`config.mk`:
```
export PLATFORM = sky130hd
export DESIGN_NAME = tpa_top
export DESIGN_NICKNAME = d
export VERILOG_FILES = /design/src/tpa_pkg.sv /design/src/tpa_prescaler.sv /design/src/tpa_accum.sv /design/src/tpa_top.sv
export VERILOG_INCLUDE_DIRS = /design/src /design/src/src
export SDC_FILE = /design/constraint.sdc
export NUM_CORES = 1
export LEC_CHECK = 0
export BUFFER_PORTS_ARGS = -buffer_cell sky130_fd_sc_hd__buf_2
export CAP_MARGIN = 10
export CORE_ASPECT_RATIO = 1.4
export CORE_MARGIN = 2
export CORE_UTILIZATION = 53
export CTS_CLUSTER_DIAMETER = 40
export DETAILED_ROUTE_END_ITERATION = 16
export PLACE_DENSITY = 0.76
export SYNTH_ARGS = -nofsm -noshare
export SYNTH_HDL_FRONTEND = slang
export SYNTH_SLANG_ARGS = --single-unit
```
`constraint.sdc`:
```
create_clock -name SYS_CLK -period 4.87 [get_ports SYS_CLK]
set_input_delay 0.487 -clock SYS_CLK [delete_from_list [all_inputs] [get_ports SYS_CLK]]
set_output_delay 0.487 -clock SYS_CLK [all_outputs]
set_load 0.01 [all_outputs]
```
`src/tpa_consts.svh`:
```
`ifndef TPA_CONSTS_SVH
`define TPA_CONSTS_SVH

// Register indices; byte address is four times the index
`define TPA_IDX_CMP_DATA   8'h03
`define TPA_IDX_COUNT      8'h04
`define TPA_IDX_ACC_CTL    8'h20
`define TPA_IDX_PRESCALE   8'h21
`define TPA_IDX_CMP_MASK   8'h22
`define TPA_IDX_SYS_CTL    8'h23
`define TPA_IDX_IO_SEL     8'h24
`define TPA_IDX_PIN_DISC   8'h25
`define TPA_IDX_TOGGLE     8'h26
`define TPA_IDX_CH7_CMP    8'h27
`define TPA_IDX_ACC_COUNT  8'h28
`define TPA_IDX_ACC_FLAGS  8'h29
`define TPA_IDX_PORT       8'h2A

// Accumulator control fields
`define TPA_ACC_EN_BIT     6
`define TPA_ACC_MODE_BIT   5
`define TPA_ACC_EDGE_BIT   4
`define TPA_ACC_OVI_BIT    1
`define TPA_ACC_INI_BIT    0
`define TPA_ACC_CTL_MASK   8'h7F

// System control and toggle fields
`define TPA_SYS_RUN_BIT    7
`define TPA_SYS_PREC_BIT   3
`define TPA_TOGGLE_BIT     7

// Flag register fields
`define TPA_FLAG_OVF_BIT   1
`define TPA_FLAG_IN_BIT    0

// Reset values
`define TPA_RST_BYTE       8'h00
`define TPA_RST_WORD       16'h0000

// Gated-mode clock divider width: bus clock / 64
`define TPA_GATE_DIV_W     6

`endif

```
`src/tpa_pkg.sv`:
```
package tpa_pkg;
  typedef logic [7:0]  tpa_byte_t;
  typedef logic [15:0] tpa_word_t;
  typedef enum logic {TPA_EVENT_COUNT, TPA_GATED_TIME} tpa_mode_e;
endpackage

```
`src/tpa_prescaler.sv`:
```
`timescale 1ns/10ps
`include "tpa_consts.svh"
module tpa_prescaler
  import tpa_pkg::*;
(
  input  wire logic      clk,
  input  wire logic      rst,
  input  wire logic      enable,
  input  wire logic      precision_timer_enable,
  input  wire tpa_byte_t precision_divider_select,
  input  wire logic [2:0] std_select,
  output logic           tick
);
  tpa_byte_t cnt;
  tpa_byte_t active;
  tpa_byte_t target;

  // Terminal count: select in precision mode, else a power of two minus one
  always_comb begin
    if (precision_timer_enable) begin
      target = precision_divider_select;
    end else begin
      target = tpa_byte_t'((9'h001 << std_select) - 9'h001);
    end
  end

  // Divider stage; idle at zero while the timer is off
  always_ff @(posedge clk or posedge rst) begin
    if (rst) begin
      cnt <= `TPA_RST_BYTE;
    end else if (!enable || cnt == active) begin
      cnt <= `TPA_RST_BYTE;
    end else begin
      cnt <= cnt + 8'h01;
    end
  end

  // New factor only taken where the stage returns to zero, no runt periods
  always_ff @(posedge clk or posedge rst) begin
    if (rst) begin
      active <= `TPA_RST_BYTE;
    end else if (!enable || cnt == active) begin
      active <= target;
    end
  end

  assign tick = enable && (cnt == active);
endmodule // tpa_prescaler

```
`src/tpa_accum.sv`:
```
`timescale 1ns/10ps
`include "tpa_consts.svh"
module tpa_accum
  import tpa_pkg::*;
(
  input  wire logic      clk,
  input  wire logic      rst,
  input  wire logic      pin,
  input  wire logic      accum_enable,
  input  wire tpa_mode_e mode,
  input  wire logic      accum_edge_control,
  input  wire logic      load,
  input  wire tpa_word_t load_value,
  input  wire logic      clr_ovf,
  input  wire logic      clr_in,
  output tpa_word_t      count,
  output logic           accum_overflow_flag,
  output logic           accum_input_flag
);
  logic [2:0] sync;
  logic       level;
  logic [`TPA_GATE_DIV_W-1:0] div;
  logic       agree;
  logic       rise;
  logic       fall;
  logic       inc;
  logic       in_set;
  logic       ovf_set;

  // Pin synchroniser; first stage feeds only the second
  always_ff @(posedge clk or posedge rst) begin
    if (rst) begin
      sync <= 3'h0;
    end else begin
      sync <= {sync[1:0], pin};
    end
  end

  // Filtered level changes only when stages two and three agree
  assign agree = (sync[1] == sync[2]);
  always_ff @(posedge clk or posedge rst) begin
    if (rst) begin
      level <= 1'b0;
    end else if (agree) begin
      level <= sync[2];
    end
  end
  assign rise = agree && sync[2] && !level;
  assign fall = agree && !sync[2] && level;

  // Bus clock / 64 divider, runs only while enabled
  always_ff @(posedge clk or posedge rst) begin
    if (rst) begin
      div <= '0;
    end else if (accum_enable) begin
      div <= div + `TPA_GATE_DIV_W'(1);
    end else begin
      div <= '0;
    end
  end

  // Count source selection; independent of the main timer enable
  always_comb begin
    inc    = 1'b0;
    in_set = 1'b0;
    if (accum_enable) begin
      if (mode == TPA_EVENT_COUNT) begin
        inc    = accum_edge_control ? rise : fall;
        in_set = inc;
      end else begin
        inc    = (&div) && (level == !accum_edge_control);
        in_set = accum_edge_control ? rise : fall;
      end
    end
  end
  assign ovf_set = inc && (count == 16'hFFFF);

  // Software load wins over an increment in the same cycle
  always_ff @(posedge clk or posedge rst) begin
    if (rst) begin
      count <= `TPA_RST_WORD;
    end else if (load) begin
      count <= load_value;
    end else if (inc) begin
      count <= count + 16'h0001;
    end
  end

  // Sticky flags; a set in the clearing cycle survives
  always_ff @(posedge clk or posedge rst) begin
    if (rst) begin
      accum_overflow_flag <= 1'b0;
      accum_input_flag    <= 1'b0;
    end else begin
      accum_overflow_flag <= ovf_set | (accum_overflow_flag & ~clr_ovf);
      accum_input_flag    <= in_set | (accum_input_flag & ~clr_in);
    end
  end
endmodule // tpa_accum

```
`src/tpa_top.sv`:
```
// Function
// - Precision prescaler divides by select plus one
// - New factor applies when all stages zero
// - Channel 7 event overrides channel 6-0 compares
// - Masked port bits take channel 7 data
// - Data reaches pin only if compare, connected
// - Accumulator runs on own enable only
// - Accumulator input is the channel 7 pin
// - Mode bit selects event or gated
// - Event mode counts falling or rising edges
// - Gated mode counts clock/64, trailing edge flags
// - Overflow flag with enable requests interrupt
// - Input flag with enable requests interrupt
// - Channel 7 data register always read/write
`timescale 1ns/10ps
`include "tpa_consts.svh"
module tpa_top
  import tpa_pkg::*;
(
  input  wire logic        SYS_CLK,
  input  wire logic        RST,
  input  wire logic        PSEL,
  input  wire logic        PENABLE,
  input  wire logic        PWRITE,
  input  wire logic [11:0] PADDR,
  input  wire logic [31:0] PWDATA,
  output logic             PREADY,
  output logic [31:0]      PRDATA,
  output logic             PSLVERR,
  input  wire logic        CH7_PIN,
  input  wire logic [6:0]  LOW_CMP_EVT,
  input  wire logic [6:0]  LOW_CMP_LVL,
  output logic [7:0]       TIMER_PORT,
  output logic             ACCUM_OVF_IRQ,
  output logic             ACCUM_IN_IRQ
);
  tpa_byte_t  ch7_compare_data;
  tpa_byte_t  ch7_compare_mask;
  tpa_byte_t  precision_prescale_select;
  tpa_byte_t  accumulator_control;
  tpa_byte_t  timer_system_control_one;
  tpa_byte_t  channel_io_select;
  tpa_byte_t  compare_pin_disconnect;
  tpa_byte_t  toggle_reg;
  tpa_word_t  free_running_count;
  tpa_word_t  ch7_compare_value;
  tpa_word_t  acc_count;
  logic       accum_overflow_flag;
  logic       accum_input_flag;
  logic       tick;
  logic       overflow;
  logic       ch7_event;
  logic       setup;
  logic       wr_en;
  logic [7:0] idx;
  logic       hit;
  logic [31:0] rd_data;
  logic       main_timer_enable;
  logic       precision_timer_enable;
  logic       toggle_on_overflow;
  logic       accum_enable;

  // Index match of the word address against a register index
  function automatic logic tpa_sel(input logic [7:0] a, input logic [7:0] i);
    return a == i;
  endfunction

  // Port bit may be driven by compare logic only when set up for it
  function automatic logic tpa_out_ok(input logic ios, input logic disc);
    return ios && !disc;
  endfunction

  assign main_timer_enable      = timer_system_control_one[`TPA_SYS_RUN_BIT];
  assign precision_timer_enable = timer_system_control_one[`TPA_SYS_PREC_BIT];
  assign toggle_on_overflow     = toggle_reg[`TPA_TOGGLE_BIT];
  assign accum_enable           = accumulator_control[`TPA_ACC_EN_BIT];

  // APB decode; word index is the byte address divided by four
  assign idx   = PADDR[9:2];
  assign setup = PSEL && !PENABLE;
  assign wr_en = PSEL && PENABLE && PREADY && PWRITE && !PSLVERR;

  // Zero-wait slave: ready and read data are registered at setup
  always_ff @(posedge SYS_CLK or posedge RST) begin
    if (RST) begin
      PREADY  <= 1'b0;
      PSLVERR <= 1'b0;
    end else if (setup) begin
      PREADY  <= 1'b1;
      PSLVERR <= !hit || (PADDR[11:10] != 2'b00);
    end else begin
      PREADY  <= 1'b0;
      PSLVERR <= 1'b0;
    end
  end

  // Read data captured at setup; unmapped reads return zero, writes hold it, idle clears it
  always_ff @(posedge SYS_CLK or posedge RST) begin
    if (RST) begin
      PRDATA <= 32'h0000_0000;
    end else if (setup && !PWRITE) begin
      PRDATA <= (PADDR[11:10] == 2'b00) ? rd_data : 32'h0000_0000;
    end else if (!PSEL) begin
      PRDATA <= 32'h0000_0000;
    end
  end

  // Read multiplexer; narrow registers sit in the low bits
  always_comb begin
    rd_data = 32'h0000_0000;
    hit     = 1'b1;
    unique case (1'b1)
      tpa_sel(idx, `TPA_IDX_CMP_DATA):  rd_data[7:0] = ch7_compare_data;
      tpa_sel(idx, `TPA_IDX_COUNT):     rd_data[15:0] = free_running_count;
      tpa_sel(idx, `TPA_IDX_ACC_CTL):   rd_data[7:0] = accumulator_control;
      tpa_sel(idx, `TPA_IDX_PRESCALE):
        rd_data[7:0] = precision_prescale_select;
      tpa_sel(idx, `TPA_IDX_CMP_MASK):  rd_data[7:0] = ch7_compare_mask;
      tpa_sel(idx, `TPA_IDX_SYS_CTL):
        rd_data[7:0] = timer_system_control_one;
      tpa_sel(idx, `TPA_IDX_IO_SEL):    rd_data[7:0] = channel_io_select;
      tpa_sel(idx, `TPA_IDX_PIN_DISC):
        rd_data[7:0] = compare_pin_disconnect;
      tpa_sel(idx, `TPA_IDX_TOGGLE):    rd_data[7:0] = toggle_reg;
      tpa_sel(idx, `TPA_IDX_CH7_CMP):   rd_data[15:0] = ch7_compare_value;
      tpa_sel(idx, `TPA_IDX_ACC_COUNT): rd_data[15:0] = acc_count;
      tpa_sel(idx, `TPA_IDX_ACC_FLAGS): begin
        rd_data[`TPA_FLAG_OVF_BIT] = accum_overflow_flag;
        rd_data[`TPA_FLAG_IN_BIT]  = accum_input_flag;
      end
      tpa_sel(idx, `TPA_IDX_PORT):      rd_data[7:0] = TIMER_PORT;
      default: begin
        hit = 1'b0;
      end
    endcase
  end

  // Byte-wide configuration registers
  always_ff @(posedge SYS_CLK or posedge RST) begin
    if (RST) begin
      ch7_compare_data          <= `TPA_RST_BYTE;
      ch7_compare_mask          <= `TPA_RST_BYTE;
      precision_prescale_select <= `TPA_RST_BYTE;
      timer_system_control_one  <= `TPA_RST_BYTE;
      channel_io_select         <= `TPA_RST_BYTE;
      compare_pin_disconnect    <= `TPA_RST_BYTE;
      toggle_reg                <= `TPA_RST_BYTE;
    end else if (wr_en) begin
      if (tpa_sel(idx, `TPA_IDX_CMP_DATA)) begin
        ch7_compare_data <= PWDATA[7:0];
      end
      if (tpa_sel(idx, `TPA_IDX_CMP_MASK)) begin
        ch7_compare_mask <= PWDATA[7:0];
      end
      if (tpa_sel(idx, `TPA_IDX_PRESCALE)) begin
        precision_prescale_select <= PWDATA[7:0];
      end
      if (tpa_sel(idx, `TPA_IDX_SYS_CTL)) begin
        timer_system_control_one <= PWDATA[7:0];
      end
      if (tpa_sel(idx, `TPA_IDX_IO_SEL)) begin
        channel_io_select <= PWDATA[7:0];
      end
      if (tpa_sel(idx, `TPA_IDX_PIN_DISC)) begin
        compare_pin_disconnect <= PWDATA[7:0];
      end
      if (tpa_sel(idx, `TPA_IDX_TOGGLE)) begin
        toggle_reg <= PWDATA[7:0] & 8'h80; // Only the channel 7 bit exists
      end
    end
  end

  // Accumulator control; bit 7 is reserved and reads zero
  always_ff @(posedge SYS_CLK or posedge RST) begin
    if (RST) begin
      accumulator_control <= `TPA_RST_BYTE;
    end else if (wr_en && tpa_sel(idx, `TPA_IDX_ACC_CTL)) begin
      accumulator_control <= PWDATA[7:0] & `TPA_ACC_CTL_MASK;
    end
  end

  // Channel 7 compare value
  always_ff @(posedge SYS_CLK or posedge RST) begin
    if (RST) begin
      ch7_compare_value <= `TPA_RST_WORD;
    end else if (wr_en && tpa_sel(idx, `TPA_IDX_CH7_CMP)) begin
      ch7_compare_value <= PWDATA[15:0];
    end
  end

  // Main timer prescaler
  tpa_prescaler u_prescaler (
    .clk                      (SYS_CLK),
    .rst                      (RST),
    .enable                   (main_timer_enable),
    .precision_timer_enable   (precision_timer_enable),
    .precision_divider_select (precision_prescale_select),
    .std_select               (timer_system_control_one[2:0]),
    .tick                     (tick)
  );

  // Free-running counter; a software write wins over the tick
  always_ff @(posedge SYS_CLK or posedge RST) begin
    if (RST) begin
      free_running_count <= `TPA_RST_WORD;
    end else if (wr_en && tpa_sel(idx, `TPA_IDX_COUNT)) begin
      free_running_count <= PWDATA[15:0];
    end else if (tick) begin
      free_running_count <= free_running_count + 16'h0001;
    end
  end

  // Channel 7 event: overflow with toggle enabled, or compare match
  assign overflow  = tick && (free_running_count == 16'hFFFF);
  assign ch7_event = (overflow && toggle_on_overflow) ||
                     (tick && (free_running_count == ch7_compare_value));

  // Timer port; masked bits follow channel 7, others the low channels
  always_ff @(posedge SYS_CLK or posedge RST) begin
    if (RST) begin
      TIMER_PORT <= `TPA_RST_BYTE;
    end else begin
      for (int i = 0; i < 8; i++) begin
        if (ch7_event && ch7_compare_mask[i]) begin
          if (tpa_out_ok(channel_io_select[i], compare_pin_disconnect[i]))
          begin
            TIMER_PORT[i] <= ch7_compare_data[i];
          end
        end else if (i < 7) begin
          if (LOW_CMP_EVT[i[2:0]] &&
              tpa_out_ok(channel_io_select[i], compare_pin_disconnect[i]))
          begin
            TIMER_PORT[i] <= LOW_CMP_LVL[i[2:0]];
          end
        end
      end
    end
  end

  // Pulse accumulator on the shared channel 7 pin
  tpa_accum u_accum (
    .clk                 (SYS_CLK),
    .rst                 (RST),
    .pin                 (CH7_PIN),
    .accum_enable        (accum_enable),
    .mode                (tpa_mode_e'(accumulator_control[`TPA_ACC_MODE_BIT])),
    .accum_edge_control  (accumulator_control[`TPA_ACC_EDGE_BIT]),
    .load                (wr_en && tpa_sel(idx, `TPA_IDX_ACC_COUNT)),
    .load_value          (PWDATA[15:0]),
    .clr_ovf             (wr_en && tpa_sel(idx, `TPA_IDX_ACC_FLAGS) &&
                          PWDATA[`TPA_FLAG_OVF_BIT]),
    .clr_in              (wr_en && tpa_sel(idx, `TPA_IDX_ACC_FLAGS) &&
                          PWDATA[`TPA_FLAG_IN_BIT]),
    .count               (acc_count),
    .accum_overflow_flag (accum_overflow_flag),
    .accum_input_flag    (accum_input_flag)
  );

  // Interrupt requests, registered so the outputs come from flops
  always_ff @(posedge SYS_CLK or posedge RST) begin
    if (RST) begin
      ACCUM_OVF_IRQ <= 1'b0;
      ACCUM_IN_IRQ  <= 1'b0;
    end else begin
      ACCUM_OVF_IRQ <= accum_overflow_flag &&
                       accumulator_control[`TPA_ACC_OVI_BIT];
      ACCUM_IN_IRQ  <= accum_input_flag &&
                       accumulator_control[`TPA_ACC_INI_BIT];
    end
  end
endmodule // tpa_top

```
Word level (Yosys, flattened, before mapping)
Cells that the tools add are included.
Widths: inputs -> output; s select.
{"block": "totals", "latchBits": 0, "ram_bits": 0, "inputBits": 64, "elab_cells": 206, "romBits": 0, "output_inout_bits": 44, "regBits": 176, "memories": 0}
{"block": "op_classes", "order_cmp": 0, "reduce_logical": 95, "n_eq_ne": 27, "n_mul": 0, "mux": 41, "addsub": 5, "n_bitwise": 6, "div_mod_pow": 0, "shift": 1}
{"cell": "$eq 8x6->1 const B", "count": 11}
{"cell": "$mux 16", "count": 5}
{"cell": "$pmux 6 s12", "count": 1}
{"cell": "$mux 32", "count": 2}
{"cell": "$logic_and 1x1->1", "count": 48}
{"cell": "$add 16x1->16 const B", "count": 2}
{"cell": "$eq 16x16->1 const B", "count": 2}
{"cell": "$reduce_and 2->1", "count": 15}
{"cell": "$mux 1", "count": 28}
{"cell": "$pmux 2 s12", "count": 1}
{"cell": "$pmux 8 s3", "count": 1}
{"cell": "$reduce_bool 2->1", "count": 10}
{"cell": "$eq 16x16->1", "count": 1}
{"cell": "$logic_not 1->1", "count": 16}
{"cell": "$mux 8", "count": 2}
{"cell": "$ne 2x1->1 const B", "count": 8}
{"cell": "$reduce_or 13->1", "count": 1}
{"cell": "$add 8x1->8 const B", "count": 1}
{"cell": "$eq 8x2->1 const B", "count": 1}
{"cell": "$eq 8x3->1 const B", "count": 1}
{"cell": "$eq 8x8->1", "count": 1}
{"cell": "$shl 1x3->8 const A", "count": 1}
{"cell": "$sub 8x1->8 const B", "count": 1}
{"cell": "$add 6x1->6 const B", "count": 1}
{"cell": "other kinds (8)", "count": 14}

Depth between registers and ports, before layout
{"block": "logic_depth", "word_depth": 9, "depth_mapped": 9, "mapped_depth_nobuf": 8}

By module
From an unflattened synthesis, not the netlist that was laid out.
{"block": "hier_totals", "cells_unflattened": 886, "hier_area_um2": 9026.2}
{"mod": "tpa_top", "cells_each": 602, "area_per_inst_um2": 6358.6, "n_inst": 1, "seq_area_each_um2": 2902.8}
{"mod": "tpa_accum", "cells_each": 198, "area_per_inst_um2": 1794.2, "n_inst": 1, "seq_area_each_um2": 700.7}
{"mod": "tpa_prescaler", "cells_each": 86, "area_per_inst_um2": 873.3, "n_inst": 1, "seq_area_each_um2": 400.4}

Worst setup path before layout
OpenSTA, ideal clock, no wires.
{"block": "synth_timing", "path_type": "input port to flip-flop", "start": "input PADDR[6]", "end": "register precision_prescale_select[1]", "arrival_ps": 1967, "stages": 5, "path_buffers": 1, "setup_ps": 125, "required_ps": 4745, "path_slack_ps": 2778, "path_cell_list": "or3_1 or3_1 clkbuf_1 nor2_4 mux2_2"}
{"block": "synth_between", "elab_chain_len": 2}
{"item": "from (decl)", "line": "tpa_top.sv:25", "rtl": "input wire logic [11:0] PADDR,"}
{"item": "$eq 8x6->1", "line": "tpa_top.sv:65", "rtl": "return a == i;"}
{"item": "$reduce_and 2->1 (no source line)"}
{"item": "to (signal assigned)", "line": "tpa_top.sv:143", "rtl": "precision_prescale_select <= `TPA_RST_BYTE;"}
{"item": "to (signal assigned)", "line": "tpa_top.sv:156", "rtl": "precision_prescale_select <= PWDATA[7:0];"}
{"item": "to (decl)", "line": "tpa_top.sv:39", "rtl": "tpa_byte_t precision_prescale_select;"}
Every way passes these cells.
A chain may end at the register's enable or synchronous reset.

Worst setup path in the final report
{"block": "layout_timing", "start": "register u_prescaler.cnt[2]", "end": "register TIMER_PORT[5]"}
{"block": "layout_between", "elab_chain_len": 8, "word_cells_on_any_way": 11, "classes_between": "2 x eq/ne; 1 x mux; 8 x reduce/logical"}
{"item": "from (decl)", "line": "tpa_prescaler.sv:14", "rtl": "tpa_byte_t cnt;"}
{"item": "from (signal assigned)", "line": "tpa_prescaler.sv:30", "rtl": "cnt <= `TPA_RST_BYTE;"}
{"item": "from (signal assigned)", "line": "tpa_prescaler.sv:32", "rtl": "cnt <= `TPA_RST_BYTE;"}
{"item": "from (signal assigned)", "line": "tpa_prescaler.sv:34", "rtl": "cnt <= cnt + 8'h01;"}
{"item": "$eq 8x8->1 (*)", "line": "tpa_prescaler.sv:47", "rtl": "assign tick = enable && (cnt == active);"}
{"item": "$logic_and 1x1->1 (*)", "line": "tpa_prescaler.sv:47"}
{"item": "$logic_and 1x1->1", "line": "tpa_top.sv:214", "rtl": "assign overflow = tick && (free_running_count == 16'hFFFF);"}
{"item": "$logic_and 1x1->1", "line": "tpa_top.sv:215", "rtl": "assign ch7_event = (overflow && toggle_on_overflow) ||"}
{"item": "$logic_or 1x1->1 (*)", "line": "tpa_top.sv:215"}
{"item": "$logic_and 1x1->1 (*)", "line": "tpa_top.sv:224", "rtl": "if (ch7_event && ch7_compare_mask[i]) begin"}
{"item": "$ne 2x1->1 (no source line) / $reduce_bool 2->1 (equally long branches)"}
{"item": "$reduce_and 2->1 (no source line)"}
{"item": "to (signal assigned)", "line": "tpa_top.sv:221", "rtl": "TIMER_PORT <= `TPA_RST_BYTE;"}
{"item": "to (signal, indexed assignment)", "line": "tpa_top.sv:227", "rtl": "TIMER_PORT[i] <= ch7_compare_data[i];"}
{"item": "to (signal, indexed assignment)", "line": "tpa_top.sv:233", "rtl": "TIMER_PORT[i] <= LOW_CMP_LVL[i[2:0]];"}
{"item": "to (decl)", "line": "tpa_top.sv:33", "rtl": "output logic [7:0] TIMER_PORT,"}
Mark *: on every way between the ends. The rest lies on a longest branch, timed or not.

==> summary.md <==
| Metric | Value |
|---|---|
| Status | complete, no violations |
| Synth top area share | a little under half |
| Syn Area/Cell | 10.2 sq um |
| Worst-path clk slew | about 70 ps |
| Antenna diodes | 0 |
| Setup WS post-layout | 2000 ps |
| Worst vdd ir | 0.000246 V |
| Leak | 4.42 nW |
| RD Place Congestion | 0.964 |
| TritonRoute pass-1 iters | 5 |
| Post-synthesis compound-gate area fraction | a little under an eighth |
| Htree depth | 4 |
| Warnings, synthesis | 0 |
| # resized after CTS | 0 |
| Most frequent cells in the layout | dfrtp_1, mux2_2, buf_2 |
| CP Class | reg2reg |
| First-pass GRT wire length | 36600 um |
| Worst hold-check path type | in2async |
| Setup TNS | 0 ps |
| Core Util, Final | 59.6% |
| Num ports | 108 |
| Initial antenna violation count | 0 |
| Max capacitance violation total | 0 |
| Flop pwr share | 46.5% |
| Simple-Gate Fraction of Synth Area | 16.0% |
| Reg-to-reg slack, setup | roughly 2000 ps |
| Post-Place Cell Area | about 0.0089 sq mm |
| Die X | about 110 um |
| Sw Ratio | 22.9% |
| Ys flop type | dfrtp_1 |
| Starting density of the core | a little over half |
| Crit. Startpoint | u_prescaler.cnt[2] |
| Number of setup buffers added after CTS | 0 |
| IO Port Bufs | 73 |
| Worst-path fanout max | 18 |
| Worst r2r src | u_prescaler.cnt[2] |
| Vias in the first global route | 6633 |
| Clock Skew | 9.56 ps |
| Via count | 6604 |
| Cell area after synthesis | 0.00858 sq mm |
| Num CTS Buffers | 17 |
| Row count | 55 |
| Final nets | 959 |
| Pin count of the biggest net entering global routing | 74 |
| Area contributors post-synth | dfrtp_1, mux2_2, xor2_1 |
| Design Area, Final | 0.00956 sq mm |
| Cells on worst reg2reg path | 5 |
| Fmax | between 300 and 400 MHz |
| Critical path startpoint category | flop |
| Clk pwr share | 48.6% |
| Fin crit share | between 50% and 60% |
| All-Layer GR Usage | between 20% and 30% |
| R2R Path End | TIMER_PORT[5] |
| Fin. Hold Viols | 0 |
| Unrepaired setup endpoints after global routing | no |
| Die Ht | between 150 and 200 um |
| CP arrival | 3130 ps |
| Initial DRC count | 533 |
| CTS max path bufs | 2 |
| WP data required | 5140 ps |
| Synth cell types | 61 |
| Vias per cell | 6.00 |
| Total gr overflow | 0 |
| Register area share after synthesis | 46.7% |
| Sink Count | 160 |
| Clock root buffer master | clkbuf_16 |
| Fin. max-slew vios | 0 |
| Setup WS pre-CTS | 1870 ps |
| Cell count after synthesis | 843 |
| Clk_lat worst skew | 440 ps |
| Part of the power in combinational logic | 4.9% |
| Crit. End Element | flop |
| Core Box Area | 0.0160 sq mm |
| ANT nets after route | 0 |
| Post-synth EDFFs | 0 |
| Mux contribution to synthesized area | between 10% and 20% |
| DR WL/cell | 21.0 um |
| Commonest non-fill, non-tap cell in the layout | dfrtp_1 |
| Area growth from synthesis to layout | 11.4% |
| Minimum clock period | 2870 ps |
| Internal power | around 0.0022 W |
| Worst slew pin tran | 1120 ps |
| Async SR Flop Fraction | 100% |
| Post-detail-place hpwl | 16500 um |
| Relative slew slack | 25.1% |
| Main combinational cell family by area after synthesis | simple AND/OR/NAND/NOR gates |
| Post-Synth Adder-Cell Area | 0.875% |
| PwrDens | slightly above 300 mW/mm^2 |
| Post-synthesis xor/xnor area fraction | 6.64% |
| Hold_buf cts | 0 |
| # DRC | 0 |
| Final Setup Violations | 0 |
| Die area | 0.0172 sq mm |
| Post-Route WL | 23100 um |
| Total power | approximately 0.0029 W |
| NetSw | between 0.0006 and 0.0007 W |
| Ratio of cells with drive above 1 in the final layout | between 20% and 30% |
| CTS tree | yes |
| Seq cells post-synth | 160 |
| Yosys top cell by area | dfrtp_1 |
==> worst max path at each step <==
| stage | slack [ps] | end |
|---|---|---|
| finish | 2000 | TIMER_PORT[5] |
| global route | 1840 | TIMER_PORT[3] |
| CTS | 2000 | TIMER_PORT[5] |
| detailed placement | 1870 | timer_system_control_one[6] |
| global placement | 1820 | u_accum.count[0] |
| floorplan | 60 | ACCUM_IN_IRQ |
==> final cells by class <==
cell class	count	area [sq um]
Clock inverter	13	186
Tap cell	199	249
Timing Repair Buffer	78	403
Multi-Input combinational cell	619	4230
Clock buffer	18	429
Inverter	13	53.8
Fill cell	1378	6480
Sequential cell	160	4000
==> power groups by stage <==
stage | sequential, W | combinational [W] | clock (W)
2_1_floorplan | 0.00137 | 0.0000954 | 0
3_3_place_gp | 0.00137 | 0.000141 | 0
3_5_place_dp | 0.00137 | 0.000142 | 0
4_1_cts | 0.00135 | 0.000142 | 0.00142
5_1_grt | 0.00135 | 0.000155 | 0.00147
6_report | 0.00135 | 0.000142 | 0.00141
==> stage by stage <==
step,hold slack [ps],cells
after floorplan,331,858
after global placement,343,1069
after detailed placement,343,1069
after CTS,148,1100
after global routing,150,1100
final,156,1100
==> critical path, stage by stage, from the launching register on <==
cell	delay, ps
dfrtp_1	450
xor2_1	180
nor4_2	340
nand3_2	470
a21oi_1	1040
a31oi_1	200
==> Yosys cell counts (all sizes together) (4+ instances only) <==
library cell	n
and3	7
nand3b	9
xor2	37
buf	36
nand3	21
a31oi	11
mux2i	19
a22o	8
a22oi	18
or3	4
o22ai	6
nand2b	11
and2	12
ha	6
nand2	64
nor2	73
nor4	17
dfrtp	160
xnor2	28
a211oi	4
a221oi	5
o21ai	31
nor3	22
nor2b	8
inv	13
clkbuf	30
mux2	86
nand4	11
a21oi	57
==> metal layers <==
metal | wire length (um) | vias up | track usage [%]
met2 | 12100 | 231 | 48.1
met3 | 1120 | 57 | 4.98
li1 | - | 3058 | -
met4 | 968 | 0 | 13.6
met1 | 8950 | 3258 | 32.9
met5 | 0 | - | 0
==> cell families after synthesis <==
group / count (synthesis)
AO/OA/AOI/OAI: 160
XOR/XNOR: 65
adder cells (fa/ha/maj): 6
buffers and inverters: 79
flip-flops: 160
multiplexers: 105
other: 1
AND/OR/NAND/NOR: 267
(Power assumes the default switching activity.)
